--- config.mk ---
export PLATFORM = sky130hd
export DESIGN_NAME = mmps_device_flat
export DESIGN_NICKNAME = d
export VERILOG_FILES = /design/src/core/mmps_pkg.sv /design/src/core/mmps_if.sv /design/src/core/mmps_device.sv /design/src/flat_wrapper.sv
export SDC_FILE = /design/constraint.sdc
export NUM_CORES = 1
export LEC_CHECK = 0
export BUFFER_PORTS_ARGS = -buffer_cell sky130_fd_sc_hd__clkbuf_2
export CAP_MARGIN = 15
export CELL_PAD_IN_SITES_DETAIL_PLACEMENT = 0
export CELL_PAD_IN_SITES_GLOBAL_PLACEMENT = 2
export CORE_MARGIN = 2
export CORE_UTILIZATION = 38
export CTS_CLUSTER_SIZE = 14
export DETAILED_ROUTE_END_ITERATION = 12
export PLACE_DENSITY_LB_ADDON = 0.1
export SLEW_MARGIN = 10
export SYNTH_ARGS = -nofsm -noshare
export SYNTH_HDL_FRONTEND = slang
export SYNTH_SLANG_ARGS = --single-unit
--- constraint.sdc ---
create_clock -name clk -period 7.8 [get_ports clk]
set_input_delay 2.34 -clock clk [delete_from_list [all_inputs] [get_ports clk]]
set_output_delay 2.34 -clock clk [all_outputs]
set_load 0.05 [all_outputs]
--- src/core/mmps_pkg.sv ---
// What this block does
// - supply on enters off, no serial traffic
// - any wake pin boots, event low, idle
// - commands accepted only while idle
// - host writes at most twelve payload bytes
// - send frame, event low, back to idle
// - status read returns status, releases event
// - send, wait twenty seconds, listen thirty
// - error code zero makes eight bytes readable
// - off ignores external reset and system reset
// - wake does internal reset, held by reset
// - host holds wake and reset ten microseconds
// - host order: reset, wake pin, release reset
// - boot lasts ten or thirty milliseconds by region
// - idle persists after wake pins drop
// - first boot and send take longer
// - host drops wake pins, then off command
// - host clears pending event before off
// - off refused while any wake pin active
// - send lasts seven or two seconds
// - send/receive command, event twenty to fifty seconds
// - registration key and identifier readable
package mmps_pkg;
	localparam int CLK_PERIOD_NS = 10;
	localparam longint CLK_HZ = 100_000_000;
	localparam longint MS_CYC = CLK_HZ / 1000;
	localparam longint S_CYC = CLK_HZ;
	localparam int PIN_MIN_NS = 10_000;
	localparam int PIN_MIN_CYC = (PIN_MIN_NS + CLK_PERIOD_NS - 1) / CLK_PERIOD_NS;
	localparam int HOST_TMR_W = 10;
	localparam int BOOT_EU_MS = 10;
	localparam int BOOT_US_MS = 30;
	localparam int INIT_EXTRA_MS = 5;
	localparam int SEND_EU_S = 7;
	localparam int SEND_US_S = 2;
	localparam int RX_WAIT_S = 20;
	localparam int RX_LISTEN_S = 30;
	localparam int SCK_PERIOD_NS = 80;
	localparam int SCK_HALF_CYC = SCK_PERIOD_NS / 2 / CLK_PERIOD_NS;
	localparam logic [7:0] CMD_SYS_RESET = 8'h01;
	localparam logic [7:0] CMD_OFF = 8'h05;
	localparam logic [7:0] CMD_WR_TX = 8'h07;
	localparam logic [7:0] CMD_STATUS = 8'h0A;
	localparam logic [7:0] CMD_SEND = 8'h0D;
	localparam logic [7:0] CMD_SEND_RX = 8'h0E;
	localparam logic [7:0] CMD_PAC = 8'h0F;
	localparam logic [7:0] CMD_RD_RX = 8'h10;
	localparam logic [7:0] CMD_ID = 8'h12;
	localparam int TX_BUF_BYTES = 12;
	localparam int RX_BUF_BYTES = 8;
	localparam int PAC_BYTES = 16;
	localparam int ID_BYTES = 4;
	localparam logic [3:0] ERR_OK = 4'h0;
	localparam logic [3:0] ERR_NO_DOWNLINK = 4'h1;
	localparam logic [5:0] WAKE_LOW_OFF = 6'h3F;
	typedef enum logic [2:0] {
		D_OFF = 3'b000,
		D_WAKE = 3'b001,
		D_BOOT = 3'b011,
		D_IDLE = 3'b010,
		D_SEND = 3'b110,
		D_WAIT = 3'b111,
		D_LISTEN = 3'b101
	} mmps_dstate_t;
	typedef enum logic [2:0] {
		H_OFF = 3'b000,
		H_RST = 3'b001,
		H_PIN = 3'b011,
		H_ON = 3'b010,
		H_FRM = 3'b110
	} mmps_hstate_t;
endpackage : mmps_pkg

--- src/core/mmps_if.sv ---
`timescale 1ns/1ps
`default_nettype none
interface mmps_if;
	logic sck;
	logic cs_n;
	logic mosi;
	logic miso;
	logic miso_oe;
	logic wake_pin_high;
	logic [5:0] wake_pin_low_set;
	logic external_reset_low;
	logic event_line_n;
	modport dev (
		input sck, cs_n, mosi, wake_pin_high, wake_pin_low_set, external_reset_low,
		output miso, miso_oe, event_line_n
	);
	modport host (
		output sck, cs_n, mosi, wake_pin_high, wake_pin_low_set, external_reset_low,
		input miso, miso_oe, event_line_n
	);
endinterface : mmps_if
`default_nettype wire

--- src/core/mmps_device.sv ---
`timescale 1ns/1ps
`default_nettype none
module mmps_device #(
	parameter logic [32:0] BOOT_EU_CYC = 33'(mmps_pkg::BOOT_EU_MS * mmps_pkg::MS_CYC),
	parameter logic [32:0] BOOT_US_CYC = 33'(mmps_pkg::BOOT_US_MS * mmps_pkg::MS_CYC),
	parameter logic [32:0] INIT_CYC = 33'(mmps_pkg::INIT_EXTRA_MS * mmps_pkg::MS_CYC),
	parameter logic [32:0] SEND_EU_CYC = 33'(mmps_pkg::SEND_EU_S * mmps_pkg::S_CYC),
	parameter logic [32:0] SEND_US_CYC = 33'(mmps_pkg::SEND_US_S * mmps_pkg::S_CYC),
	parameter logic [32:0] RX_WAIT_CYC = 33'(mmps_pkg::RX_WAIT_S * mmps_pkg::S_CYC),
	parameter logic [32:0] RX_LISTEN_CYC = 33'(mmps_pkg::RX_LISTEN_S * mmps_pkg::S_CYC),
	// identity values are arbitrary
	parameter logic [127:0] PAC_VAL = 128'h1122_3344_5566_7788_99aa_bbcc_ddee_ff00,
	parameter logic [31:0] ID_VAL = 32'h1357_9bdf
) (
	// clock and power-on reset
	input wire logic clk,
	input wire logic arst_n,
	// link to host
	mmps_if.dev lnk,
	// radio side
	input wire logic region_eu,
	input wire logic dl_valid,
	input wire logic [3:0] dl_err,
	input wire logic [63:0] dl_data,
	output logic awake,
	output logic tx_on,
	output logic rx_on,
	output logic [3:0] tx_len,
	output logic [95:0] tx_payload
);
	mmps_pkg::mmps_dstate_t state_q, st_d;
	logic [10:0] sy1_q;
	logic [10:0] sy2_q;
	logic sck_p_q;
	logic cs_p_q;
	logic [32:0] tmr_q, tmr_d;
	logic evt_q, evt_set, evt_clr;
	logic txd_q, txd_d;
	logic rxd_q, rxd_d;
	logic rxm_q, rxm_d;
	logic fb_q, fb_d;
	logic fs_q, fs_d;
	logic [3:0] err_q, err_d;
	logic [3:0] len_q, len_d;
	logic rx_cap;
	logic [2:0] bit_cnt_q;
	logic [7:0] rx_sh_q;
	logic [4:0] byte_idx_q;
	logic [7:0] cmd_q;
	logic [7:0] out_sh_q;
	logic [7:0] tx_buf_q [mmps_pkg::TX_BUF_BYTES];
	logic [7:0] rx_buf_q [mmps_pkg::RX_BUF_BYTES];
	// idle pin levels, so leaving reset shows no false wake or clock edge
	localparam logic [10:0] PINS_IDLE = {1'b1, mmps_pkg::WAKE_LOW_OFF, 1'b0, 1'b0, 1'b1, 1'b0};

	// pins pass two flops; nothing reads the first stage
	wire logic [10:0] pins = {lnk.external_reset_low, lnk.wake_pin_low_set, lnk.wake_pin_high,
		lnk.mosi, lnk.cs_n, lnk.sck};
	wire logic s_sck = sy2_q[0];
	wire logic s_csn = sy2_q[1];
	wire logic s_mosi = sy2_q[2];
	wire logic wake_any = sy2_q[3] | ~&sy2_q[9:4];
	wire logic rst_act = ~sy2_q[10];
	wire logic sck_rise = s_sck & ~sck_p_q;
	wire logic sck_fall = ~s_sck & sck_p_q;
	wire logic cs_act = ~s_csn;
	wire logic cs_end = s_csn & ~cs_p_q;
	wire logic link_on = state_q == mmps_pkg::D_IDLE;
	wire logic take_bit = link_on & cs_act & sck_rise;
	wire logic byte_done = take_bit & (&bit_cnt_q);
	wire logic [7:0] new_byte = {rx_sh_q[6:0], s_mosi};
	wire logic [7:0] cmd_eff = (byte_idx_q == '0) ? new_byte : cmd_q;
	wire logic exec = link_on & cs_end & (byte_idx_q != '0);
	wire logic [4:0] r = byte_idx_q;
	wire logic wr_slot = (r != '0) && (r <= 5'(mmps_pkg::TX_BUF_BYTES));
	wire logic [3:0] wr_idx = 4'(r - 5'd1);
	wire logic [7:0] status_byte = {1'b0, region_eu, rxd_q, txd_q, err_q};
	wire logic [7:0] rx_byte = (r < 5'(mmps_pkg::RX_BUF_BYTES) && err_q == mmps_pkg::ERR_OK)
		? rx_buf_q[r[2:0]] : 8'h00;
	wire logic [7:0] pac_byte = (r < 5'(mmps_pkg::PAC_BYTES))
		? PAC_VAL[8 * (mmps_pkg::PAC_BYTES - 1 - int'(r)) +: 8] : 8'h00;
	wire logic [7:0] id_byte = (r < 5'(mmps_pkg::ID_BYTES))
		? ID_VAL[8 * (mmps_pkg::ID_BYTES - 1 - int'(r)) +: 8] : 8'h00;
	wire logic [7:0] resp =
		(cmd_eff == mmps_pkg::CMD_STATUS && r == '0) ? status_byte :
		(cmd_eff == mmps_pkg::CMD_RD_RX) ? rx_byte :
		(cmd_eff == mmps_pkg::CMD_PAC) ? pac_byte :
		(cmd_eff == mmps_pkg::CMD_ID) ? id_byte : 8'h00;
	wire logic tmr_zero = tmr_q == '0;
	wire logic [32:0] boot_cyc = (region_eu ? BOOT_EU_CYC : BOOT_US_CYC) + (fb_q ? INIT_CYC : '0);
	wire logic [32:0] send_cyc = (region_eu ? SEND_EU_CYC : SEND_US_CYC) + (fs_q ? INIT_CYC : '0);

	assign lnk.miso = out_sh_q[7];
	assign lnk.miso_oe = link_on & cs_act;
	assign lnk.event_line_n = ~evt_q;
	assign awake = state_q != mmps_pkg::D_OFF;
	assign tx_on = state_q == mmps_pkg::D_SEND;
	assign rx_on = state_q == mmps_pkg::D_LISTEN;
	assign tx_len = len_q;
	for (genvar i = 0; i < mmps_pkg::TX_BUF_BYTES; i++) begin : g_pay
		assign tx_payload[95 - 8 * i -: 8] = tx_buf_q[i];
	end

	always_comb begin
		st_d = state_q;
		tmr_d = tmr_zero ? tmr_q : tmr_q - 33'd1;
		evt_set = 1'b0;
		evt_clr = 1'b0;
		txd_d = txd_q;
		rxd_d = rxd_q;
		rxm_d = rxm_q;
		fb_d = fb_q;
		fs_d = fs_q;
		err_d = err_q;
		len_d = len_q;
		rx_cap = 1'b0;
		unique case (state_q)
			mmps_pkg::D_OFF: begin
				if (wake_any) begin
					st_d = mmps_pkg::D_WAKE;
				end
			end
			mmps_pkg::D_WAKE: begin
				txd_d = 1'b0;
				rxd_d = 1'b0;
				err_d = mmps_pkg::ERR_OK;
				len_d = '0;
				if (!rst_act) begin
					st_d = mmps_pkg::D_BOOT;
					tmr_d = boot_cyc;
				end
			end
			mmps_pkg::D_BOOT: begin
				if (tmr_zero) begin
					st_d = mmps_pkg::D_IDLE;
					evt_set = 1'b1;
					fb_d = 1'b0;
				end
			end
			mmps_pkg::D_IDLE: begin
				if (exec) begin
					unique case (cmd_q)
						mmps_pkg::CMD_SEND, mmps_pkg::CMD_SEND_RX: begin
							st_d = mmps_pkg::D_SEND;
							tmr_d = send_cyc;
							rxm_d = cmd_q == mmps_pkg::CMD_SEND_RX;
							txd_d = 1'b0;
							rxd_d = 1'b0;
						end
						mmps_pkg::CMD_STATUS: evt_clr = 1'b1;
						mmps_pkg::CMD_OFF: begin
							if (!wake_any) begin
								st_d = mmps_pkg::D_OFF;
							end
						end
						mmps_pkg::CMD_SYS_RESET: st_d = mmps_pkg::D_WAKE;
						mmps_pkg::CMD_WR_TX: begin
							len_d = (r > 5'(mmps_pkg::TX_BUF_BYTES))
								? 4'(mmps_pkg::TX_BUF_BYTES) : wr_idx;
						end
						default: ;
					endcase
				end
			end
			mmps_pkg::D_SEND: begin
				if (tmr_zero) begin
					fs_d = 1'b0;
					txd_d = 1'b1;
					if (rxm_q) begin
						st_d = mmps_pkg::D_WAIT;
						tmr_d = RX_WAIT_CYC;
					end else begin
						st_d = mmps_pkg::D_IDLE;
						evt_set = 1'b1;
					end
				end
			end
			mmps_pkg::D_WAIT: begin
				if (tmr_zero) begin
					st_d = mmps_pkg::D_LISTEN;
					tmr_d = RX_LISTEN_CYC;
				end
			end
			mmps_pkg::D_LISTEN: begin
				if (dl_valid || tmr_zero) begin
					st_d = mmps_pkg::D_IDLE;
					evt_set = 1'b1;
					rxd_d = 1'b1;
					rx_cap = dl_valid;
					err_d = dl_valid ? dl_err : mmps_pkg::ERR_NO_DOWNLINK;
				end
			end
			default: st_d = mmps_pkg::D_OFF;
		endcase
		if (rst_act && state_q != mmps_pkg::D_OFF) begin
			st_d = mmps_pkg::D_WAKE;
		end
	end

	always_ff @(posedge clk or negedge arst_n) begin
		if (!arst_n) begin
			state_q <= mmps_pkg::D_OFF;
			tmr_q <= '0;
			evt_q <= 1'b0;
			txd_q <= 1'b0;
			rxd_q <= 1'b0;
			rxm_q <= 1'b0;
			fb_q <= 1'b1;
			fs_q <= 1'b1;
			err_q <= mmps_pkg::ERR_OK;
			len_q <= '0;
		end else begin
			state_q <= st_d;
			tmr_q <= tmr_d;
			evt_q <= evt_set | (evt_q & ~evt_clr);
			txd_q <= txd_d;
			rxd_q <= rxd_d;
			rxm_q <= rxm_d;
			fb_q <= fb_d;
			fs_q <= fs_d;
			err_q <= err_d;
			len_q <= len_d;
		end
	end

	always_ff @(posedge clk or negedge arst_n) begin
		if (!arst_n) begin
			sy1_q <= PINS_IDLE;
			sy2_q <= PINS_IDLE;
			sck_p_q <= 1'b0;
			cs_p_q <= 1'b1;
		end else begin
			sy1_q <= pins;
			sy2_q <= sy1_q;
			sck_p_q <= s_sck;
			cs_p_q <= s_csn;
		end
	end

	// frame engine: sample on rise, shift out on fall, reload after each byte
	always_ff @(posedge clk or negedge arst_n) begin
		if (!arst_n) begin
			bit_cnt_q <= '0;
			rx_sh_q <= '0;
			byte_idx_q <= '0;
			cmd_q <= '0;
			out_sh_q <= '0;
		end else if (!cs_act || !link_on) begin
			bit_cnt_q <= '0;
			byte_idx_q <= '0;
			out_sh_q <= '0;
		end else if (take_bit) begin
			rx_sh_q <= new_byte;
			bit_cnt_q <= bit_cnt_q + 3'd1;
			if (byte_done) begin
				byte_idx_q <= (&byte_idx_q) ? byte_idx_q : byte_idx_q + 5'd1;
				cmd_q <= cmd_eff;
				out_sh_q <= resp;
			end
		end else if (sck_fall && bit_cnt_q != '0) begin
			out_sh_q <= {out_sh_q[6:0], 1'b0};
		end
	end

	always_ff @(posedge clk) begin
		if (byte_done && cmd_eff == mmps_pkg::CMD_WR_TX && wr_slot) begin
			tx_buf_q[wr_idx] <= new_byte;
		end
		if (rx_cap) begin
			for (int i = 0; i < mmps_pkg::RX_BUF_BYTES; i++) begin
				rx_buf_q[i] <= dl_data[63 - 8 * i -: 8];
			end
		end
	end
endmodule : mmps_device
`default_nettype wire

--- src/flat_wrapper.sv ---
// flat-port wrapper written by rule: the top's interface ports become plain ports
module mmps_device_flat 
#(
	parameter logic [32:0] BOOT_EU_CYC = 33'(mmps_pkg::BOOT_EU_MS * mmps_pkg::MS_CYC),
	parameter logic [32:0] BOOT_US_CYC = 33'(mmps_pkg::BOOT_US_MS * mmps_pkg::MS_CYC),
	parameter logic [32:0] INIT_CYC = 33'(mmps_pkg::INIT_EXTRA_MS * mmps_pkg::MS_CYC),
	parameter logic [32:0] SEND_EU_CYC = 33'(mmps_pkg::SEND_EU_S * mmps_pkg::S_CYC),
	parameter logic [32:0] SEND_US_CYC = 33'(mmps_pkg::SEND_US_S * mmps_pkg::S_CYC),
	parameter logic [32:0] RX_WAIT_CYC = 33'(mmps_pkg::RX_WAIT_S * mmps_pkg::S_CYC),
	parameter logic [32:0] RX_LISTEN_CYC = 33'(mmps_pkg::RX_LISTEN_S * mmps_pkg::S_CYC),
	                                
	parameter logic [127:0] PAC_VAL = 128'h1122_3344_5566_7788_99aa_bbcc_ddee_ff00,
	parameter logic [31:0] ID_VAL = 32'h1357_9bdf
)
  (clk, arst_n, region_eu, dl_valid, dl_err, dl_data, awake, tx_on, rx_on, tx_len, tx_payload, lnk_sck, lnk_cs_n, lnk_mosi, lnk_wake_pin_high, lnk_wake_pin_low_set, lnk_external_reset_low, lnk_miso, lnk_miso_oe, lnk_event_line_n);
  mmps_if lnk_i ();
  input wire logic clk;
  input wire logic arst_n;
  input wire logic region_eu;
  input wire logic dl_valid;
  input wire logic [3:0] dl_err;
  input wire logic [63:0] dl_data;
  output logic awake;
  output logic tx_on;
  output logic rx_on;
  output logic [3:0] tx_len;
  output logic [95:0] tx_payload;
  input wire logic [$bits(lnk_i.sck)-1:0] lnk_sck;
  input wire logic [$bits(lnk_i.cs_n)-1:0] lnk_cs_n;
  input wire logic [$bits(lnk_i.mosi)-1:0] lnk_mosi;
  input wire logic [$bits(lnk_i.wake_pin_high)-1:0] lnk_wake_pin_high;
  input wire logic [$bits(lnk_i.wake_pin_low_set)-1:0] lnk_wake_pin_low_set;
  input wire logic [$bits(lnk_i.external_reset_low)-1:0] lnk_external_reset_low;
  output wire logic [$bits(lnk_i.miso)-1:0] lnk_miso;
  output wire logic [$bits(lnk_i.miso_oe)-1:0] lnk_miso_oe;
  output wire logic [$bits(lnk_i.event_line_n)-1:0] lnk_event_line_n;
  assign lnk_i.sck = lnk_sck;
  assign lnk_i.cs_n = lnk_cs_n;
  assign lnk_i.mosi = lnk_mosi;
  assign lnk_i.wake_pin_high = lnk_wake_pin_high;
  assign lnk_i.wake_pin_low_set = lnk_wake_pin_low_set;
  assign lnk_i.external_reset_low = lnk_external_reset_low;
  assign lnk_miso = lnk_i.miso;
  assign lnk_miso_oe = lnk_i.miso_oe;
  assign lnk_event_line_n = lnk_i.event_line_n;
  mmps_device #(.BOOT_EU_CYC(BOOT_EU_CYC), .BOOT_US_CYC(BOOT_US_CYC), .INIT_CYC(INIT_CYC), .SEND_EU_CYC(SEND_EU_CYC), .SEND_US_CYC(SEND_US_CYC), .RX_WAIT_CYC(RX_WAIT_CYC), .RX_LISTEN_CYC(RX_LISTEN_CYC), .PAC_VAL(PAC_VAL), .ID_VAL(ID_VAL)) u_core (.clk(clk), .arst_n(arst_n), .lnk(lnk_i), .region_eu(region_eu), .dl_valid(dl_valid), .dl_err(dl_err), .dl_data(dl_data), .awake(awake), .tx_on(tx_on), .rx_on(rx_on), .tx_len(tx_len), .tx_payload(tx_payload));
endmodule
==> Word level (Yosys, flattened, before mapping) <==
Memories as Yosys holds them, arrays and structs flattened.
Index checks and enable logic that the tools add are counted.
{ "totals": {"regBits": 105, "mem_bits_rw": 160, "word_cells": 198, "memories": 2} }
{ "memory_table": {"columns": ["name", "words", "width", "rd", "rd_clocked_by_memory_dff", "wr", "line", "text"], "rows": [
  ["u_core.tx_buf_q", 12, 8, 12, 0, 1, "mmps_device.sv:51", "logic [7:0] tx_buf_q [mmps_pkg::TX_BUF_BYTES];"],
  ["u_core.rx_buf_q", 8, 8, 1, 0, 8, "mmps_device.sv:52", "logic [7:0] rx_buf_q [mmps_pkg::RX_BUF_BYTES];"]
]} }
{ "classes": {"add_sub_neg": 8, "magnitude_cmp": 5, "n_eq_ne": 33, "n_shift": 2, "muxes": 69, "bitwise_logic": 19, "n_reduce_logical": 41} }
{ "ops": {"columns": ["op", "n"], "rows": [
  ["2-to-1 mux 33 bit", 7],
  ["one-hot mux 33 bit (4 select lines)", 1],
  ["variable part select 128 x 32 -> 8 bit (first input constant)", 1],
  ["2-to-1 mux 8 bit", 12],
  ["adder 33 bit", 2],
  ["== test 8 x 4 -> 1 bit (second input constant)", 5],
  ["2-to-1 mux 19 bit", 2],
  ["2-to-1 mux 3 bit", 12],
  ["logical NOT 33 bit", 1],
  ["subtractor 33 x 1 -> 33 bit (second input constant)", 1],
  ["variable part select 32 x 32 -> 8 bit (first input constant)", 1],
  ["2-to-1 mux 30 bit", 1],
  ["== test 8 x 3 -> 1 bit (second input constant)", 3],
  ["2-to-1 mux 22 bit", 1],
  ["one-hot mux 3 bit (7 select lines)", 1],
  ["2-to-1 mux 4 bit", 5],
  ["2-to-1 mux 5 bit", 4],
  ["inequality test 3 x 1 -> 1 bit (second input constant)", 6],
  ["2-to-1 mux 1 bit", 17],
  ["== test 8 x 5 -> 1 bit (second input constant)", 2],
  ["one-hot mux 4 bit (2 select lines)", 2],
  ["AND reduction 3 bit", 5],
  ["nonzero test 3 bit", 5],
  ["AND reduction 2 bit", 5],
  ["other kinds (37)", 75]
]} }

==> Depth between registers and ports, before layout <==
{ "depth": {"word_depth": 10, "mapped_depth": 13, "mapped_depth_nobuf": 8} }

==> Least setup slack after synthesis <==
OpenSTA, ideal clock, no wires.
{ "synth_path": {"kind": "in2reg", "start": "input dl_valid", "end": "memory u_core.rx_buf_q[0][0] (enable)", "arrival_time_ns": 6.792, "t_required_ns": 7.233, "setup_slack_ns": 0.441, "path_stages": 2, "path_buffers": 0, "cell_sequence": "inv_1 > nor3_1"} }
{ "synth_lines": {"columns": ["element", "line", "text"], "rows": [
  ["start, declared", "flat_wrapper.sv:20", "input wire logic dl_valid;"],
  ["end, declared", "mmps_device.sv:52", null]
]} }

==> Worst setup path in the final report <==
{ "layout_path": {"start": "register u_core.state_q[1]", "end": "output lnk_miso_oe"} }
{ "layout_via": {"elab_chain_cells": 2} }
{ "layout_rtl": {"columns": ["element", "line", "text"], "rows": [
  ["start, declared", "mmps_device.sv:31", "mmps_pkg::mmps_dstate_t state_q, st_d;"],
  ["start signal, assigned", "mmps_device.sv:202", "state_q <= mmps_pkg::D_OFF;"],
  ["start signal, assigned", "mmps_device.sv:213", "state_q <= st_d;"],
  ["== test 3 x 2 -> 1 bit", "mmps_device.sv:68", "wire logic link_on = state_q == mmps_pkg::D_IDLE;"],
  ["AND 1 bit", "mmps_device.sv:94", "assign lnk.miso_oe = link_on & cs_act;"],
  ["end, declared", "flat_wrapper.sv:35", "output wire logic [$bits(lnk_i.miso_oe)-1:0] lnk_miso_oe;"]
]} }
Every way passes these cells.

==> out/qor.txt <==
==============================================================================
FMAX                                                                   204 MHz
Post-CTS repair timing setup buffer count                                    0
Number of remaining DRC errors                                               0
Total global routing track utilization                                   19.0%
Final Wtd Congestion                                                     0.835
Synthesis-to-finish area growth                                          19.8%
Max Transition Viols Final                                                   0
Main synth FF type                                                sky130_fd_sc_hd__edfxtp_1
Total length of routed wires                                         29,900 um
Proportion of power drawn by flip-flops and latches                      47.2%
Clk sink count                                                             265
Antenna cells                                                                0
Switching power                                                        1.01 mW
Initial antenna violation count                                              0
Clock tree from TritonCTS                                                 done
Proportion of layout cells with a drive suffix above 1                   28.1%
Highest-count cells in the layout ignoring fill and taps          sky130_fd_sc_hd__clkbuf_2, sky130_fd_sc_hd__edfxtp_1, sky130_fd_sc_hd__dfrtp_1
Aggregate negative setup slack                                            0 ns
X dimension of the die                                                  179 um
Clock network fraction of total power                                    37.1%
Initial core utilization                                                 38.9%
Hold-fix buffer count after cts                                              0
Final hold vios                                                              0
Clock transition at the registers of the reported paths                0.06 ns
Fill count                                                               2,742
Crit. End Element                                                   output pin
Leading cell type in the layout, fill and taps excluded           sky130_fd_sc_hd__clkbuf_2
Average vias per placed instance                                          5.25
Largest fanout of any net on the critical path                              21
Post-detailed-route count of antenna-violating nets                          0
Crit share post-route                                                    62.8%
Post-Synthesis Cell Area                                           11,600 um^2
GRT overflow                                                                 0
Total internal power                                                   2.53 mW
I/O pin cnt                                                                189
Layout Nets                                                              1,197
Endpoint required time on the critical path                            5.46 ns
Number of enable-type register cells in the synthesized netlist            160
Floorplan Core Area                                                29,800 um^2
Drt wl/cell                                                            20.0 um
Row Count                                                                   63
First-pass iteration count of the detailed router                            6
Count of warnings emitted by yosys                                           0
Buffers on Ports                                                           188
Setup-failing EPs final                                                      0
Maximum level of the CTS H-tree                                              1
Resized cells post-CTS                                                       0
Worst clock skew                                                     0.0229 ns
Data arrival time at the worst-slack endpoint                          2.56 ns
Headroom to the max-slew limit                                           36.3%
Share of total power consumed by net switching                           28.6%
Vias in the first global route                                           7,899
Total via count after detailed routing                                   7,871
Worst setup SP type                                                       flop
Synth cell types                                                            72
Pin count of the biggest net entering global routing                        66
Pre-CTS WS                                                             3.49 ns
Final setup slack of the worst path                                    2.90 ns
CTS Root Cell                                                     sky130_fd_sc_hd__clkbuf_16
Critical path class                                                    reg2out
Avg Synthesized Cell Area                                            13.0 um^2
Unrepaired setup endpoints after global routing                          false
Instance count of the mapped netlist                                       893
Synth Net Count                                                          1,001
Reported max-cap violation count                                             0
Final min period                                                       4.90 ns
Power density over the cells                                       256 nW/um^2
Hold/Removal Path Class                                                reg2reg
Largest vdd supply drop                                               0.229 mV
Buffers from clock root to sink, at most                                     3
Global-route wire length before repair                               46,400 um
Area enclosed by the die boundary                                  31,900 um^2
Async set-reset flop share out of synthesis                              39.6%
Worst skew pair latency                                                0.55 ns
Share of synthesized area occupied by flip-flops and latches             64.4%
TritonCTS buffer count                                                      28
Logic gate share of total power                                          15.8%
Die H                                                                   179 um
DP HPWL                                                              21,100 um
Result of the run                                                 complete, no violations
Worst-margin pin slew                                                 0.948 ns
Static Leak                                                            5.53 nW
Number of storage elements in the synthesis netlist                        265
First-iteration detailed-routing DRC count                                 588
==============================================================================
path summary, 6_finish.rpt:
path,start,to,slack (ns),cells after the start
worst max-delay path,u_core.state_q[1],lnk_miso_oe,2.90,5
worst min-delay path,u_core.sy1_q[2],u_core.sy2_q[2],0.35,0
max in group asynchronous,arst_n,u_core.sy2_q[3],4.72,2
worst min register to register,u_core.sy1_q[2],u_core.sy2_q[2],0.35,0
min in group asynchronous,arst_n,u_core.sy2_q[2],1.83,1
worst max register to register,u_core.tmr_q[2],u_core.tmr_q[29],4.20,8
power groups by stage:
stage	registers, mW	logic (mW)	clock network [mW]
floorplan	1.68	0.356	0
global placement	1.70	0.567	0
detailed placement	1.70	0.560	0
CTS	1.67	0.563	1.34
global route	1.68	0.623	1.41
finish	1.67	0.560	1.31
Yosys cell counts (5+ instances only):
library cell,number,share of area (%)
sky130_fd_sc_hd__a211oi_1,6,0.39
sky130_fd_sc_hd__a21o_1,5,0.32
sky130_fd_sc_hd__a21oi_1,36,1.6
sky130_fd_sc_hd__a22oi_1,9,0.58
sky130_fd_sc_hd__a31oi_1,9,0.49
sky130_fd_sc_hd__a32oi_1,5,0.38
sky130_fd_sc_hd__and2_1,18,0.97
sky130_fd_sc_hd__and3_1,7,0.38
sky130_fd_sc_hd__buf_2,5,0.22
sky130_fd_sc_hd__clkbuf_1,25,0.81
sky130_fd_sc_hd__dfrtp_1,86,19
sky130_fd_sc_hd__dfstp_2,19,4.3
sky130_fd_sc_hd__edfxtp_1,160,41
sky130_fd_sc_hd__ha_1,25,2.7
sky130_fd_sc_hd__inv_1,19,0.62
sky130_fd_sc_hd__mux2_2,18,1.8
sky130_fd_sc_hd__mux2i_1,5,0.43
sky130_fd_sc_hd__mux4_2,16,3.1
sky130_fd_sc_hd__nand2_1,79,2.6
sky130_fd_sc_hd__nand2b_1,6,0.32
sky130_fd_sc_hd__nand3_1,21,0.91
sky130_fd_sc_hd__nand4_1,10,0.54
sky130_fd_sc_hd__nand4b_1,7,0.53
sky130_fd_sc_hd__nor2_1,71,2.3
sky130_fd_sc_hd__nor2b_1,10,0.54
sky130_fd_sc_hd__nor3_1,28,1.2
sky130_fd_sc_hd__nor3b_1,6,0.39
sky130_fd_sc_hd__nor4_1,14,0.76
sky130_fd_sc_hd__o211ai_1,8,0.52
sky130_fd_sc_hd__o21ai_0,39,1.7
sky130_fd_sc_hd__o22ai_1,6,0.32
sky130_fd_sc_hd__o31ai_1,7,0.45
sky130_fd_sc_hd__or3_1,6,0.32
sky130_fd_sc_hd__xnor2_1,23,1.7
sky130_fd_sc_hd__xor2_1,13,0.98
cell families after synthesis:
family	synth area share, %
XOR/XNOR	2.72
AO/OA/AOI/OAI	8.76
AND/OR/NAND/NOR	14.1
adder cells (fa/ha/maj)	2.70
multiplexers	5.30
flip-flops	64.4
buffers and inverters	1.99
sequential cells by signal, summed over array words and instances (netlist names), 4 cells and up:
signal             flops
u_core.sy1_q          11
u_core.sy2_q          11
u_core.rx_buf_q       64
u_core.rx_sh_q         7
u_core.err_q           4
u_core.tx_buf_q       96
u_core.tmr_q          33
u_core.out_sh_q        8
u_core.tx_len          4
u_core.byte_idx_q      5
u_core.cmd_q           8
per-layer routing:
metal	track usage (%)	wire (um)	vias to the layer above
met3	3.05	1460	42
met2	30.8	14100	209
li1	-	-	3739
met4	4.57	625	0
met5	0	0	-
met1	26.7	13800	3881
worst max-delay path: stages, from the launching register on:
cell,delay (ns)
sky130_fd_sc_hd__dfrtp_1,0.74
sky130_fd_sc_hd__nor3b_1,0.25
sky130_fd_sc_hd__buf_4,0.22
sky130_fd_sc_hd__nand2b_1,0.25
sky130_fd_sc_hd__clkinv_1,0.22
sky130_fd_sc_hd__clkbuf_2,0.33
layout make-up:
class / count / area, um^2 / area share [%]
clock buffer: 38 / 786 / 5.67
clock inverter: 12 / 121 / 0.875
inverter: 23 / 86.3 / 0.623
multi-input combinational: 571 / 3900 / 28.1
sequential: 265 / 7460 / 53.8
tap: 390 / 488 / 3.52
timing repair buffer: 200 / 1030 / 7.45
per-stage QoR:
| step | utilization (%) | std cells | hold WS, ns | power, mW | cell area, um^2 |
|---|---|---|---|---|---|
| 2_1_floorplan | - | 893 | 0.331 | 2.04 | 11600 |
| 4_1_cts | 46.5 | 1499 | 0.353 | 3.58 | 13900 |
| 5_1_grt | 46.5 | 1499 | 0.359 | 3.72 | 13900 |
| 3_3_place_gp | 43.5 | 1449 | 0.335 | 2.26 | 13000 |
| 6_report | 46.5 | 1499 | 0.350 | 3.54 | 13900 |
| 3_5_place_dp | 43.5 | 1449 | 0.343 | 2.26 | 13000 |
(Power assumes the default switching activity.)
